### config.mk
export PLATFORM = sky130hd
export DESIGN_NAME = mmb_material_muting
export DESIGN_NICKNAME = d
export VERILOG_FILES = /design/src/design/mmb_pkg.sv /design/src/design/mmb_cnt_if.sv /design/src/design/mmb_material_muting.sv /design/src/design/mmb_tick_counter.sv
export VERILOG_INCLUDE_DIRS = /design/src /design/src/design
export SDC_FILE = /design/constraint.sdc
export NUM_CORES = 1
export LEC_CHECK = 0
export BUFFER_PORTS_ARGS = -buffer_cell sky130_fd_sc_hd__buf_2
export CORE_MARGIN = 2
export CORE_UTILIZATION = 25
export CTS_CLUSTER_SIZE = 16
export DETAILED_ROUTE_END_ITERATION = 12
export PLACE_DENSITY = 0.49
export RECOVER_POWER = 100
export SYNTH_ARGS = -nofsm -noshare
export SYNTH_HDL_FRONTEND = slang
export SYNTH_SLANG_ARGS = --single-unit
### constraint.sdc
create_clock -name core_clk -period 11 [get_ports core_clk]
set_input_delay 1.65 -clock core_clk [delete_from_list [all_inputs] [get_ports core_clk]]
set_output_delay 1.65 -clock core_clk [all_outputs]
set_load 0.03 [all_outputs]
### src/design/mmb_defs.svh
`ifndef MMB_DEFS_SVH
`define MMB_DEFS_SVH

// timing base
`define MMB_CLK_PERIOD_NS   1000000 / 100000
`define MMB_TICK_PERIOD_NS  1000000
`define MMB_TIME_W          16
`define MMB_MIN_SENSOR_MS   16'h0096
`define MMB_WIN_MIN_MS      16'h07d0
`define MMB_WIN_MAX_MS      16'h1388
`define MMB_TIMEOUT_MIN_MS  16'h2710
`define MMB_BLIND_MIN_MS    16'h00fa
`define MMB_BLIND_MAX_MS    16'h03e8
`define MMB_END_MIN_MS      16'h09c4
`define MMB_END_MAX_MS      16'h1770
`define MMB_NO_LIMIT        16'h0000

// register offsets
`define MMB_OFS_CTRL        8'h00
`define MMB_OFS_WINDOW      8'h04
`define MMB_OFS_TIMEOUT     8'h08
`define MMB_OFS_BLIND       8'h0c
`define MMB_OFS_ENDTIME     8'h10
`define MMB_OFS_STATUS      8'h14

// control fields
`define MMB_CTRL_W          8
`define MMB_CTRL_RESET      8'h00
`define MMB_CTRL_TWODET     0
`define MMB_CTRL_ENOPT      1
`define MMB_CTRL_ENMODE     2
`define MMB_CTRL_DIR_LO     3
`define MMB_CTRL_DIR_HI     4
`define MMB_CTRL_CLOSE      5
`define MMB_CTRL_BLINDEN    6
`define MMB_CTRL_MINEN      7

// status fields
`define MMB_STAT_STATE_LO   0
`define MMB_STAT_STATE_HI   2
`define MMB_STAT_MUTING     3
`define MMB_STAT_OUT        4
`define MMB_STAT_ARMED      5
`define MMB_STAT_FWD        6
`define MMB_STAT_READY      7

// time register resets
`define MMB_WINDOW_RESET    16'h07d0
`define MMB_TIMEOUT_RESET   16'h2710
`define MMB_BLIND_RESET     16'h00fa
`define MMB_END_RESET       16'h09c4

`endif

### src/design/mmb_pkg.sv
package mmb_pkg;

  typedef enum logic [2:0] {
    IDLE,
    FIRST,
    MUTE,
    BLIND
  } mmb_state_type;

  typedef enum logic [1:0] {
    DIR_BOTH,
    DIR_FWD,
    DIR_REV,
    DIR_SPARE
  } mmb_dir_type;

endpackage

### src/design/mmb_cnt_if.sv
`timescale 1ns/1ns
`default_nettype none

interface mmb_cnt_if #(
  parameter int WIDTH = 16
);
  logic             run;
  logic [WIDTH-1:0] count;

  modport ctl (output run, input count);
  modport cnt (input run, output count);
endinterface

`default_nettype wire

### src/design/mmb_material_muting.sv
// What this block does
// - simultaneous mode mutes when entering pair both interrupt within the sensor window
// - simultaneous start only with all four detectors clear and guard true
// - abort muting at once when cycle timeout expires; zero means no limit
// - without enable option muting is always enabled; otherwise enable gates starts
// - arm/disarm mode needs an enable rising edge; static levels never start
// - arm/disarm mode ends muting on enable falling edge in any state
// - arm-only mode never ends muting by enable; partner returns enable low
// - direction setting selects forward, reverse or both travel orders
// - curtain closing ends muting on guard rising transition
// - sensor closing ends muting when third detector of travel clears
// - simultaneous curtain mode holds guard true for blind time after muting
// - minimum sensor time requires more than 150 ms between pair activations
// - while muting, guard interruption does not drop the output
// - two-detector mode uses a and b, both within the sensor window
// - two-detector start only with a and b clear and guard true
// - two-detector mode ends muting once the opening is cleared
// - two-detector mode ends muting when end time from first detector elapses
// - two-detector mode holds guard true for blind time after muting
//
// The implementer's own choices: the address map and the APB register port.
`include "mmb_defs.svh"
`timescale 1ns/1ns
`default_nettype none

module mmb_material_muting #(
  parameter int TICK_CYCLES = `MMB_TICK_PERIOD_NS / (`MMB_CLK_PERIOD_NS),
  parameter int TIME_W      = `MMB_TIME_W
) (
  input  wire logic        core_clk,
  input  wire logic        resetn,
  input  wire logic        psel,
  input  wire logic        penable,
  input  wire logic        pwrite,
  input  wire logic [7:0]  paddr,
  input  wire logic [31:0] pwdata,
  output var  logic [31:0] prdata,
  output logic             pready,
  output logic             pslverr,
  input  wire logic        detectorA,
  input  wire logic        detectorB,
  input  wire logic        detectorC,
  input  wire logic        detectorD,
  input  wire logic        guardIn,
  input  wire logic        enableIn,
  output var  logic        operatorOut,
  output var  logic        mutingActive
);

  generate
    if (TICK_CYCLES < 1 || TIME_W != `MMB_TIME_W) begin : gBad
      $error("mmb_material_muting: unsupported parameter values");
    end
  endgenerate

  // reset release
  logic rstSync1_reg;
  logic rstSync2_reg;
  always_ff @(posedge core_clk or negedge resetn) begin
    if (!resetn) begin
      rstSync1_reg <= 1'b0;
      rstSync2_reg <= 1'b0;
    end else begin
      rstSync1_reg <= 1'b1;
      rstSync2_reg <= rstSync1_reg;
    end
  end
  wire logic rstn = rstSync2_reg;

  // pin synchronisers
  logic [5:0] pinSync1_reg;
  logic [5:0] pinSync2_reg;
  wire  logic [5:0] pinRaw = {enableIn, guardIn, detectorD, detectorC, detectorB, detectorA};
  always_ff @(posedge core_clk or negedge rstn) begin
    if (!rstn) begin
      pinSync1_reg <= 6'h00;
      pinSync2_reg <= 6'h00;
    end else begin
      pinSync1_reg <= pinRaw;
      pinSync2_reg <= pinSync1_reg;
    end
  end

  wire logic [3:0] det   = pinSync2_reg[3:0];
  wire logic       guard = pinSync2_reg[4];
  wire logic       en    = pinSync2_reg[5];

  logic guardPrev_reg;
  logic enPrev_reg;
  always_ff @(posedge core_clk or negedge rstn) begin
    if (!rstn) begin
      guardPrev_reg <= 1'b0;
      enPrev_reg    <= 1'b0;
    end else begin
      guardPrev_reg <= guard;
      enPrev_reg    <= en;
    end
  end
  wire logic guardRise = guard & ~guardPrev_reg;
  wire logic enRise    = en & ~enPrev_reg;
  wire logic enFall    = ~en & enPrev_reg;

  // timebase tick
  localparam logic [31:0] TICK_LAST = 32'(TICK_CYCLES - 1);
  logic [31:0] tickDiv_reg;
  logic        tick_reg;
  always_ff @(posedge core_clk or negedge rstn) begin
    if (!rstn) begin
      tickDiv_reg <= 32'h0000_0000;
      tick_reg    <= 1'b0;
    end else if (tickDiv_reg == TICK_LAST) begin
      tickDiv_reg <= 32'h0000_0000;
      tick_reg    <= 1'b1;
    end else begin
      tickDiv_reg <= tickDiv_reg + 32'h0000_0001;
      tick_reg    <= 1'b0;
    end
  end

  // configuration registers
  logic [`MMB_CTRL_W-1:0] ctrl_reg;
  logic [TIME_W-1:0]      window_reg;
  logic [TIME_W-1:0]      timeout_reg;
  logic [TIME_W-1:0]      blind_reg;
  logic [TIME_W-1:0]      endTime_reg;

  wire logic twoDet     = ctrl_reg[`MMB_CTRL_TWODET];
  wire logic enOpt      = ctrl_reg[`MMB_CTRL_ENOPT];
  wire logic armOnly    = ctrl_reg[`MMB_CTRL_ENMODE];
  wire logic closeSens  = ctrl_reg[`MMB_CTRL_CLOSE];
  wire logic blindEn    = ctrl_reg[`MMB_CTRL_BLINDEN];
  wire logic minEn      = ctrl_reg[`MMB_CTRL_MINEN];
  wire mmb_pkg::mmb_dir_type dirSel =
    mmb_pkg::mmb_dir_type'(ctrl_reg[`MMB_CTRL_DIR_HI:`MMB_CTRL_DIR_LO]);

  function automatic logic [15:0] clampMs(input logic [15:0] v,
                                          input logic [15:0] lo,
                                          input logic [15:0] hi);
    logic [15:0] r;
    r = v;
    if (v < lo) begin
      r = lo;
    end else if (v > hi) begin
      r = hi;
    end
    return r;
  endfunction

  // apb decode
  wire logic apbSetup  = psel & ~penable;
  wire logic apbAccess = psel & penable;
  wire logic selCtrl   = (paddr == `MMB_OFS_CTRL);
  wire logic selWin    = (paddr == `MMB_OFS_WINDOW);
  wire logic selTo     = (paddr == `MMB_OFS_TIMEOUT);
  wire logic selBlind  = (paddr == `MMB_OFS_BLIND);
  wire logic selEnd    = (paddr == `MMB_OFS_ENDTIME);
  wire logic selStat   = (paddr == `MMB_OFS_STATUS);
  wire logic mapped    = selCtrl | selWin | selTo | selBlind | selEnd | selStat;
  wire logic wrEn      = apbAccess & pwrite & mapped;
  wire logic [15:0] wrTime = pwdata[15:0];
  wire logic [15:0] toMs   = (wrTime == `MMB_NO_LIMIT) ? `MMB_NO_LIMIT :
                             clampMs(wrTime, `MMB_TIMEOUT_MIN_MS, 16'hffff);

  assign pready  = 1'b1;
  assign pslverr = apbAccess & ~mapped;

  always_ff @(posedge core_clk or negedge rstn) begin
    if (!rstn) begin
      ctrl_reg    <= `MMB_CTRL_RESET;
      window_reg  <= `MMB_WINDOW_RESET;
      timeout_reg <= `MMB_TIMEOUT_RESET;
      blind_reg   <= `MMB_BLIND_RESET;
      endTime_reg <= `MMB_END_RESET;
    end else if (wrEn) begin
      if (selCtrl) ctrl_reg <= pwdata[`MMB_CTRL_W-1:0];
      if (selWin) window_reg <= clampMs(wrTime, `MMB_WIN_MIN_MS, `MMB_WIN_MAX_MS);
      if (selTo) timeout_reg <= toMs;
      if (selBlind) blind_reg <= clampMs(wrTime, `MMB_BLIND_MIN_MS, `MMB_BLIND_MAX_MS);
      if (selEnd) endTime_reg <= clampMs(wrTime, `MMB_END_MIN_MS, `MMB_END_MAX_MS);
    end
  end

  // sequence state
  mmb_pkg::mmb_state_type state_reg;
  mmb_pkg::mmb_state_type state_next;
  logic fwd_reg;
  logic fwd_next;
  logic ready_reg;
  logic ready_next;
  logic armed_reg;
  logic armed_next;
  logic thirdSeen_reg;
  logic thirdSeen_next;
  logic out_reg;

  mmb_cnt_if #(.WIDTH(TIME_W)) winIf ();
  mmb_cnt_if #(.WIDTH(TIME_W)) cycIf ();
  mmb_cnt_if #(.WIDTH(TIME_W)) blindIf ();

  mmb_tick_counter #(.WIDTH(TIME_W)) uWinCnt (
    .clk  (core_clk),
    .rstn (rstn),
    .tick (tick_reg),
    .cnt  (winIf.cnt)
  );
  mmb_tick_counter #(.WIDTH(TIME_W)) uCycCnt (
    .clk  (core_clk),
    .rstn (rstn),
    .tick (tick_reg),
    .cnt  (cycIf.cnt)
  );
  mmb_tick_counter #(.WIDTH(TIME_W)) uBlindCnt (
    .clk  (core_clk),
    .rstn (rstn),
    .tick (tick_reg),
    .cnt  (blindIf.cnt)
  );

  wire logic inFirst = (state_reg == mmb_pkg::FIRST);
  wire logic inMute  = (state_reg == mmb_pkg::MUTE);
  wire logic inBlind = (state_reg == mmb_pkg::BLIND);
  wire logic inIdle  = (state_reg == mmb_pkg::IDLE);

  // window counter runs on through muting for the end time
  assign winIf.run   = inFirst | inMute;
  assign cycIf.run   = inMute;
  assign blindIf.run = inBlind;

  // entering pair and third detector follow direction
  wire logic fwdOk   = (dirSel != mmb_pkg::DIR_REV);
  wire logic revOk   = ~twoDet & (dirSel != mmb_pkg::DIR_FWD);
  wire logic startFw = fwdOk & (det[0] | det[1]);
  wire logic startRv = revOk & (det[3] | det[2]);
  wire logic entA    = fwd_reg ? det[0] : det[3];
  wire logic entB    = fwd_reg ? det[1] : det[2];
  wire logic thirdDt = fwd_reg ? det[2] : det[1];
  wire logic pairAll = entA & entB;
  wire logic pairNo  = ~entA & ~entB;

  // all four clear in simultaneous mode
  // only a and b in two-detector mode
  wire logic allClear = twoDet ? ~(det[0] | det[1]) : ~|det;

  // no enable option means permanently enabled
  wire logic enableOk = ~enOpt | armed_reg;
  // falling enable disarms in arm/disarm mode
  wire logic disarm   = enOpt & ~armOnly & enFall;

  wire logic winOver  = (winIf.count > window_reg);
  // strictly more than the minimum separation
  wire logic tooFast  = minEn & (winIf.count <= `MMB_MIN_SENSOR_MS);
  wire logic timedOut = (timeout_reg != `MMB_NO_LIMIT) &
                        (cycIf.count >= timeout_reg);
  wire logic endElap  = (winIf.count >= endTime_reg);
  wire logic blindUp  = (blindIf.count >= blind_reg);

  // opening cleared ends the two-detector cycle
  // end time elapsed ends the two-detector cycle
  wire logic closeTwo = (allClear & guard) | endElap;
  // sensor closing on third detector clearing
  wire logic closeSim = closeSens ? (thirdSeen_reg & ~thirdDt) : guardRise;
  wire logic closeEv  = twoDet ? closeTwo : closeSim;
  // blind only with curtain closing in simultaneous mode
  // blind always allowed in two-detector mode
  wire logic blindOk  = blindEn & (twoDet | ~closeSens);

  always_comb begin
    state_next     = state_reg;
    fwd_next       = fwd_reg;
    ready_next     = 1'b0;
    thirdSeen_next = 1'b0;
    case (state_reg)
      mmb_pkg::IDLE: begin
        ready_next = ready_reg | (allClear & guard);
        // either detector of a pair may come first
        // with the enable option, start only once armed by an enable edge
        if (ready_reg && enableOk && (startFw || startRv)) begin
          state_next = mmb_pkg::FIRST;
          fwd_next   = startFw;
          ready_next = 1'b0;
        end
      end
      mmb_pkg::FIRST: begin
        if (disarm || winOver || pairNo) begin
          state_next = mmb_pkg::IDLE;
        end else if (pairAll) begin
          state_next = tooFast ? mmb_pkg::IDLE : mmb_pkg::MUTE;
        end
      end
      mmb_pkg::MUTE: begin
        thirdSeen_next = thirdSeen_reg | thirdDt;
        if (timedOut || disarm) begin
          state_next = mmb_pkg::IDLE;
        end else if (closeEv) begin
          state_next = blindOk ? mmb_pkg::BLIND : mmb_pkg::IDLE;
        end
      end
      mmb_pkg::BLIND: begin
        if (blindUp || disarm) begin
          state_next = mmb_pkg::IDLE;
        end
      end
      default: begin
        state_next = mmb_pkg::IDLE;
      end
    endcase
  end

  wire logic muteStart = inFirst & (state_next == mmb_pkg::MUTE);

  // rising edge arms, set wins over consumption
  always_comb begin
    armed_next = armed_reg;
    if (!enOpt) begin
      armed_next = 1'b0;
    end else if (enRise) begin
      armed_next = 1'b1;
    end else if (muteStart || disarm) begin
      armed_next = 1'b0;
    end
  end

  always_ff @(posedge core_clk or negedge rstn) begin
    if (!rstn) begin
      state_reg     <= mmb_pkg::IDLE;
      fwd_reg       <= 1'b1;
      ready_reg     <= 1'b0;
      armed_reg     <= 1'b0;
      thirdSeen_reg <= 1'b0;
    end else begin
      state_reg     <= state_next;
      fwd_reg       <= fwd_next;
      ready_reg     <= ready_next;
      armed_reg     <= armed_next;
      thirdSeen_reg <= thirdSeen_next;
    end
  end

  // muting and blind time bypass the guard
  // registered OR of guard, muting and blind time
  always_ff @(posedge core_clk or negedge rstn) begin
    if (!rstn) begin
      out_reg      <= 1'b0;
      mutingActive <= 1'b0;
    end else begin
      out_reg      <= guard | inMute | inBlind;
      mutingActive <= inMute;
    end
  end
  assign operatorOut = out_reg;

  // status and read data
  wire logic [7:0] statusBits = {ready_reg, fwd_reg, armed_reg, out_reg,
                                 mutingActive, 3'(state_reg)};
  wire logic [31:0] rdMux =
    selCtrl  ? {24'h00_0000, ctrl_reg} :
    selWin   ? {16'h0000, window_reg} :
    selTo    ? {16'h0000, timeout_reg} :
    selBlind ? {16'h0000, blind_reg} :
    selEnd   ? {16'h0000, endTime_reg} :
    selStat  ? {24'h00_0000, statusBits} : 32'h0000_0000;

  always_ff @(posedge core_clk or negedge rstn) begin
    if (!rstn) begin
      prdata <= 32'h0000_0000;
    end else if (apbSetup && !pwrite) begin
      prdata <= rdMux;
    end
  end

endmodule

`default_nettype wire

### src/design/mmb_tick_counter.sv
`timescale 1ns/1ns
`default_nettype none

module mmb_tick_counter #(
  parameter int WIDTH = 16
) (
  input  wire logic clk,
  input  wire logic rstn,
  input  wire logic tick,
  mmb_cnt_if.cnt    cnt
);

  localparam logic [WIDTH-1:0] CNT_MAX = '1;

  generate
    if (WIDTH < 2) begin : gBad
      $error("mmb_tick_counter: WIDTH too small");
    end
  endgenerate

  wire logic atMax = (cnt.count == CNT_MAX);

  // counts ticks while running, held at zero otherwise, saturates
  always_ff @(posedge clk or negedge rstn) begin
    if (!rstn) begin
      cnt.count <= '0;
    end else if (!cnt.run) begin
      cnt.count <= '0;
    end else if (tick && !atMax) begin
      cnt.count <= cnt.count + 1'b1;
    end
  end

endmodule

`default_nettype wire

==> flow_summary.ini <==
[timing]
slew_violations = 98
finalSetupViolations = 0
hold_viol = 0
rsz0062_at_grt = false
tns_ns = 0
fin_crit_ns = 5.17
max_slew_margin = -0.580
clock.fmax_mhz = 193
tightest_slew_ns = 2.37
fin_worst_skew_ns = 0.0154
whs_ns = 0.350
period_share = 0.470

[flow_run]
cap_violations = 4

[clock_tree]
ctsHoldBuffers = 0
clockBufferDepth = 2
clkTransAtPathRegs_ns = 0.08
insertion_delay_ns = 0.45
cts_root_buf = clkbuf_16
post_cts_buffers = 0
cts.repair.resized = 0
cts_sinks = 194
cts_htree_levels = 4
cts_buffers = 17
cts_tree = built

[worst_setup_path]
critPathBufInv = 1
startpoint_type = input pin
crit_cells = 6
worst_ep_arrival_time_ns = 5.53
r2r-end = uCycCnt.cnt.count[8]$_DFFE_PN0P_
path_class = input pin to register
crit_chain = buf_2 -> nor4_1 -> nand3_1 -> nor3_1 -> nand4_1 -> o21ai_0
critPathTopFamily = simple AND/OR/NAND/NOR gates
regToRegStartpoint = uCycCnt.cnt.count[3]$_DFFE_PN0P_
cp_data_required_time_ns = 11.36
cpPeakStageDelay_ns = 1.55
rr_worst_depth = 6
cp-end-kind = register
cp_max_fo = 15
r2r_slack_ns = 7.65
slowest_stage = nor3_1

[placed_design]
routabilityCongestion = 0.898
port_buffers = 53
post_dp_cell_area_um2 = 11800
hpwl_mm = 23.5

[logic_synthesis]
synth.most_common_cell = dfrtp_1
synth_ff_type = dfrtp_1
synth_top_area_cell = dfrtp_1
syn_area_um2 = 11000
avgSynthCellArea_um2 = 9.37
synth_commonest_cells = dfrtp_1 (171), nor2_1 (123), nand2_1 (111)
netlist-cell-type-count = 83
ys_warn_count = 0
netlist_instances = 1169
ys_async_sr_fraction = 1.00
synth-edff-count = 0
synth_top_area_frac = 0.391
ys_seq_area_frac = 0.446
ys_ff_latch = 194
ys_top_cells_by_area = dfrtp_1 (39%), ha_1 (7.9%), dfstp_2 (5.5%)

[status]
violations = max-capacitance violations, max-slew violations
status = complete, but fails checks

[finish]
stdcell_area_um2 = 12200
layout-drive-gt1-share = 0.0838
nets = 1324
final_util = 0.283
largest_reg_flops = 32
antenna_cells = 0
area_growth_pct = 11.7

[floorplan]
die-area_um2 = 45500
dieHeight_um = 213
start_util = 0.254
core_um2 = 43200
dieWidth_um = 213
ioPinCount = 87
rows = 76

[min_path]
hold_class = register to register
holdCritStartpoint = rstSync1_reg$_DFF_PN0_
hold-path-cell-count = 0
holdPathEnd = rstSync2_reg$_DFF_PN0_

[global_route]
gr-usage-met1 = 0.201
antenna_found_initial = 0
grt-ovfl-total = 0
grt_max_degree = 137
grtUsageTotal = 0.144
use_met3 = 0.0330
grt_busiest_layer = met2
grt_pass1_wl_mm = 50.0
gr-usage-met2 = 0.224
grt_pass1_vias = 8642

[pwr]
vdd_drop_max_mv = 0.111
p_leak_uw = 0.00530
power_density_nw_per_um2 = 123

[detailed_routing]
viasPerCell = 4.86
vias = 8754
routedWlPerCell_um = 17.6
drt_iter0_drc = 554
first_pass_iters = 5
drc = 0
drtAntennaViolNets = 0
wl_mm = 31.7
where the power goes:
part	switching, uW	internal [uW]
Combinational	69.9	24.7
Sequential	15.9	726
Clock	297	373
Total	383	1120
how the worst max path moves through the flow:
stage                                      start                        end  slack (ns)
after floorplan           rstSync2_reg$_DFF_PN0_      armed_reg$_DFFE_PN0P_        5.23
after global placement                  paddr[3]                    pslverr        6.26
after detailed placement                paddr[3]                    pslverr        6.25
after CTS                               paddr[3]                    pslverr        6.25
after global routing                    paddr[7]  window_reg[0]$_DFFE_PN0P_        5.67
final                                   paddr[7]  window_reg[0]$_DFFE_PN0P_        5.83
metal layers:
| layer | part of all wire | up-vias | wire length, um |
|---|---|---|---|
| met5 | 0 | - | 0 |
| met4 | 0.014 | 0 | 443 |
| met3 | 0.055 | 30 | 1750 |
| met2 | 0.45 | 222 | 14200 |
| met1 | 0.48 | 4315 | 15200 |
| li1 | - | 4187 | - |
cell families (layout without fill, tap and decap cells):
kind of cell	after synthesis	after routing	share of synthesized area
flops	194	194	0.446
buf+inv	143	174	0.0562
xor+xnor	69	69	0.0551
mux	10	10	0.00982
simple gates	434	434	0.204
compound gates	248	248	0.150
fa+ha+maj	69	69	0.0788
other cells	2	19	0.000685
placed cells by master, fill, tap and decap left out, drive strengths merged, types with 40 or more instances in the layout:
| cell type | instances |
|---|---|
| nand3 | 44 |
| inv | 89 |
| xnor2 | 40 |
| nand2 | 111 |
| dfrtp | 171 |
| a21oi | 70 |
| o21ai | 59 |
| clkbuf | 43 |
| nor2 | 126 |
| ha | 69 |
final cells by class:
| class | instances | area (um2) |
|---|---|---|
| timing repair buffer | 55 | 263 |
| clock buffer | 21 | 460 |
| inverter | 87 | 327 |
| clock inverter | 11 | 154 |
| multi-input combinational | 849 | 5420 |
| fill | 4674 | 30900 |
| tap | 585 | 732 |
| sequential | 194 | 4880 |
stage by stage:
stage | total power [uW] | setup WS [ns] | cells
5_1_grt | 1570 | 5.67 | 1802
6_report | 1510 | 5.83 | 1802
4_1_cts | 1530 | 6.25 | 1802
3_3_place_gp | 852 | 6.26 | 1770
3_5_place_dp | 853 | 6.25 | 1770
2_1_floorplan | 817 | 5.23 | 1186
(Power assumes the default switching activity.)
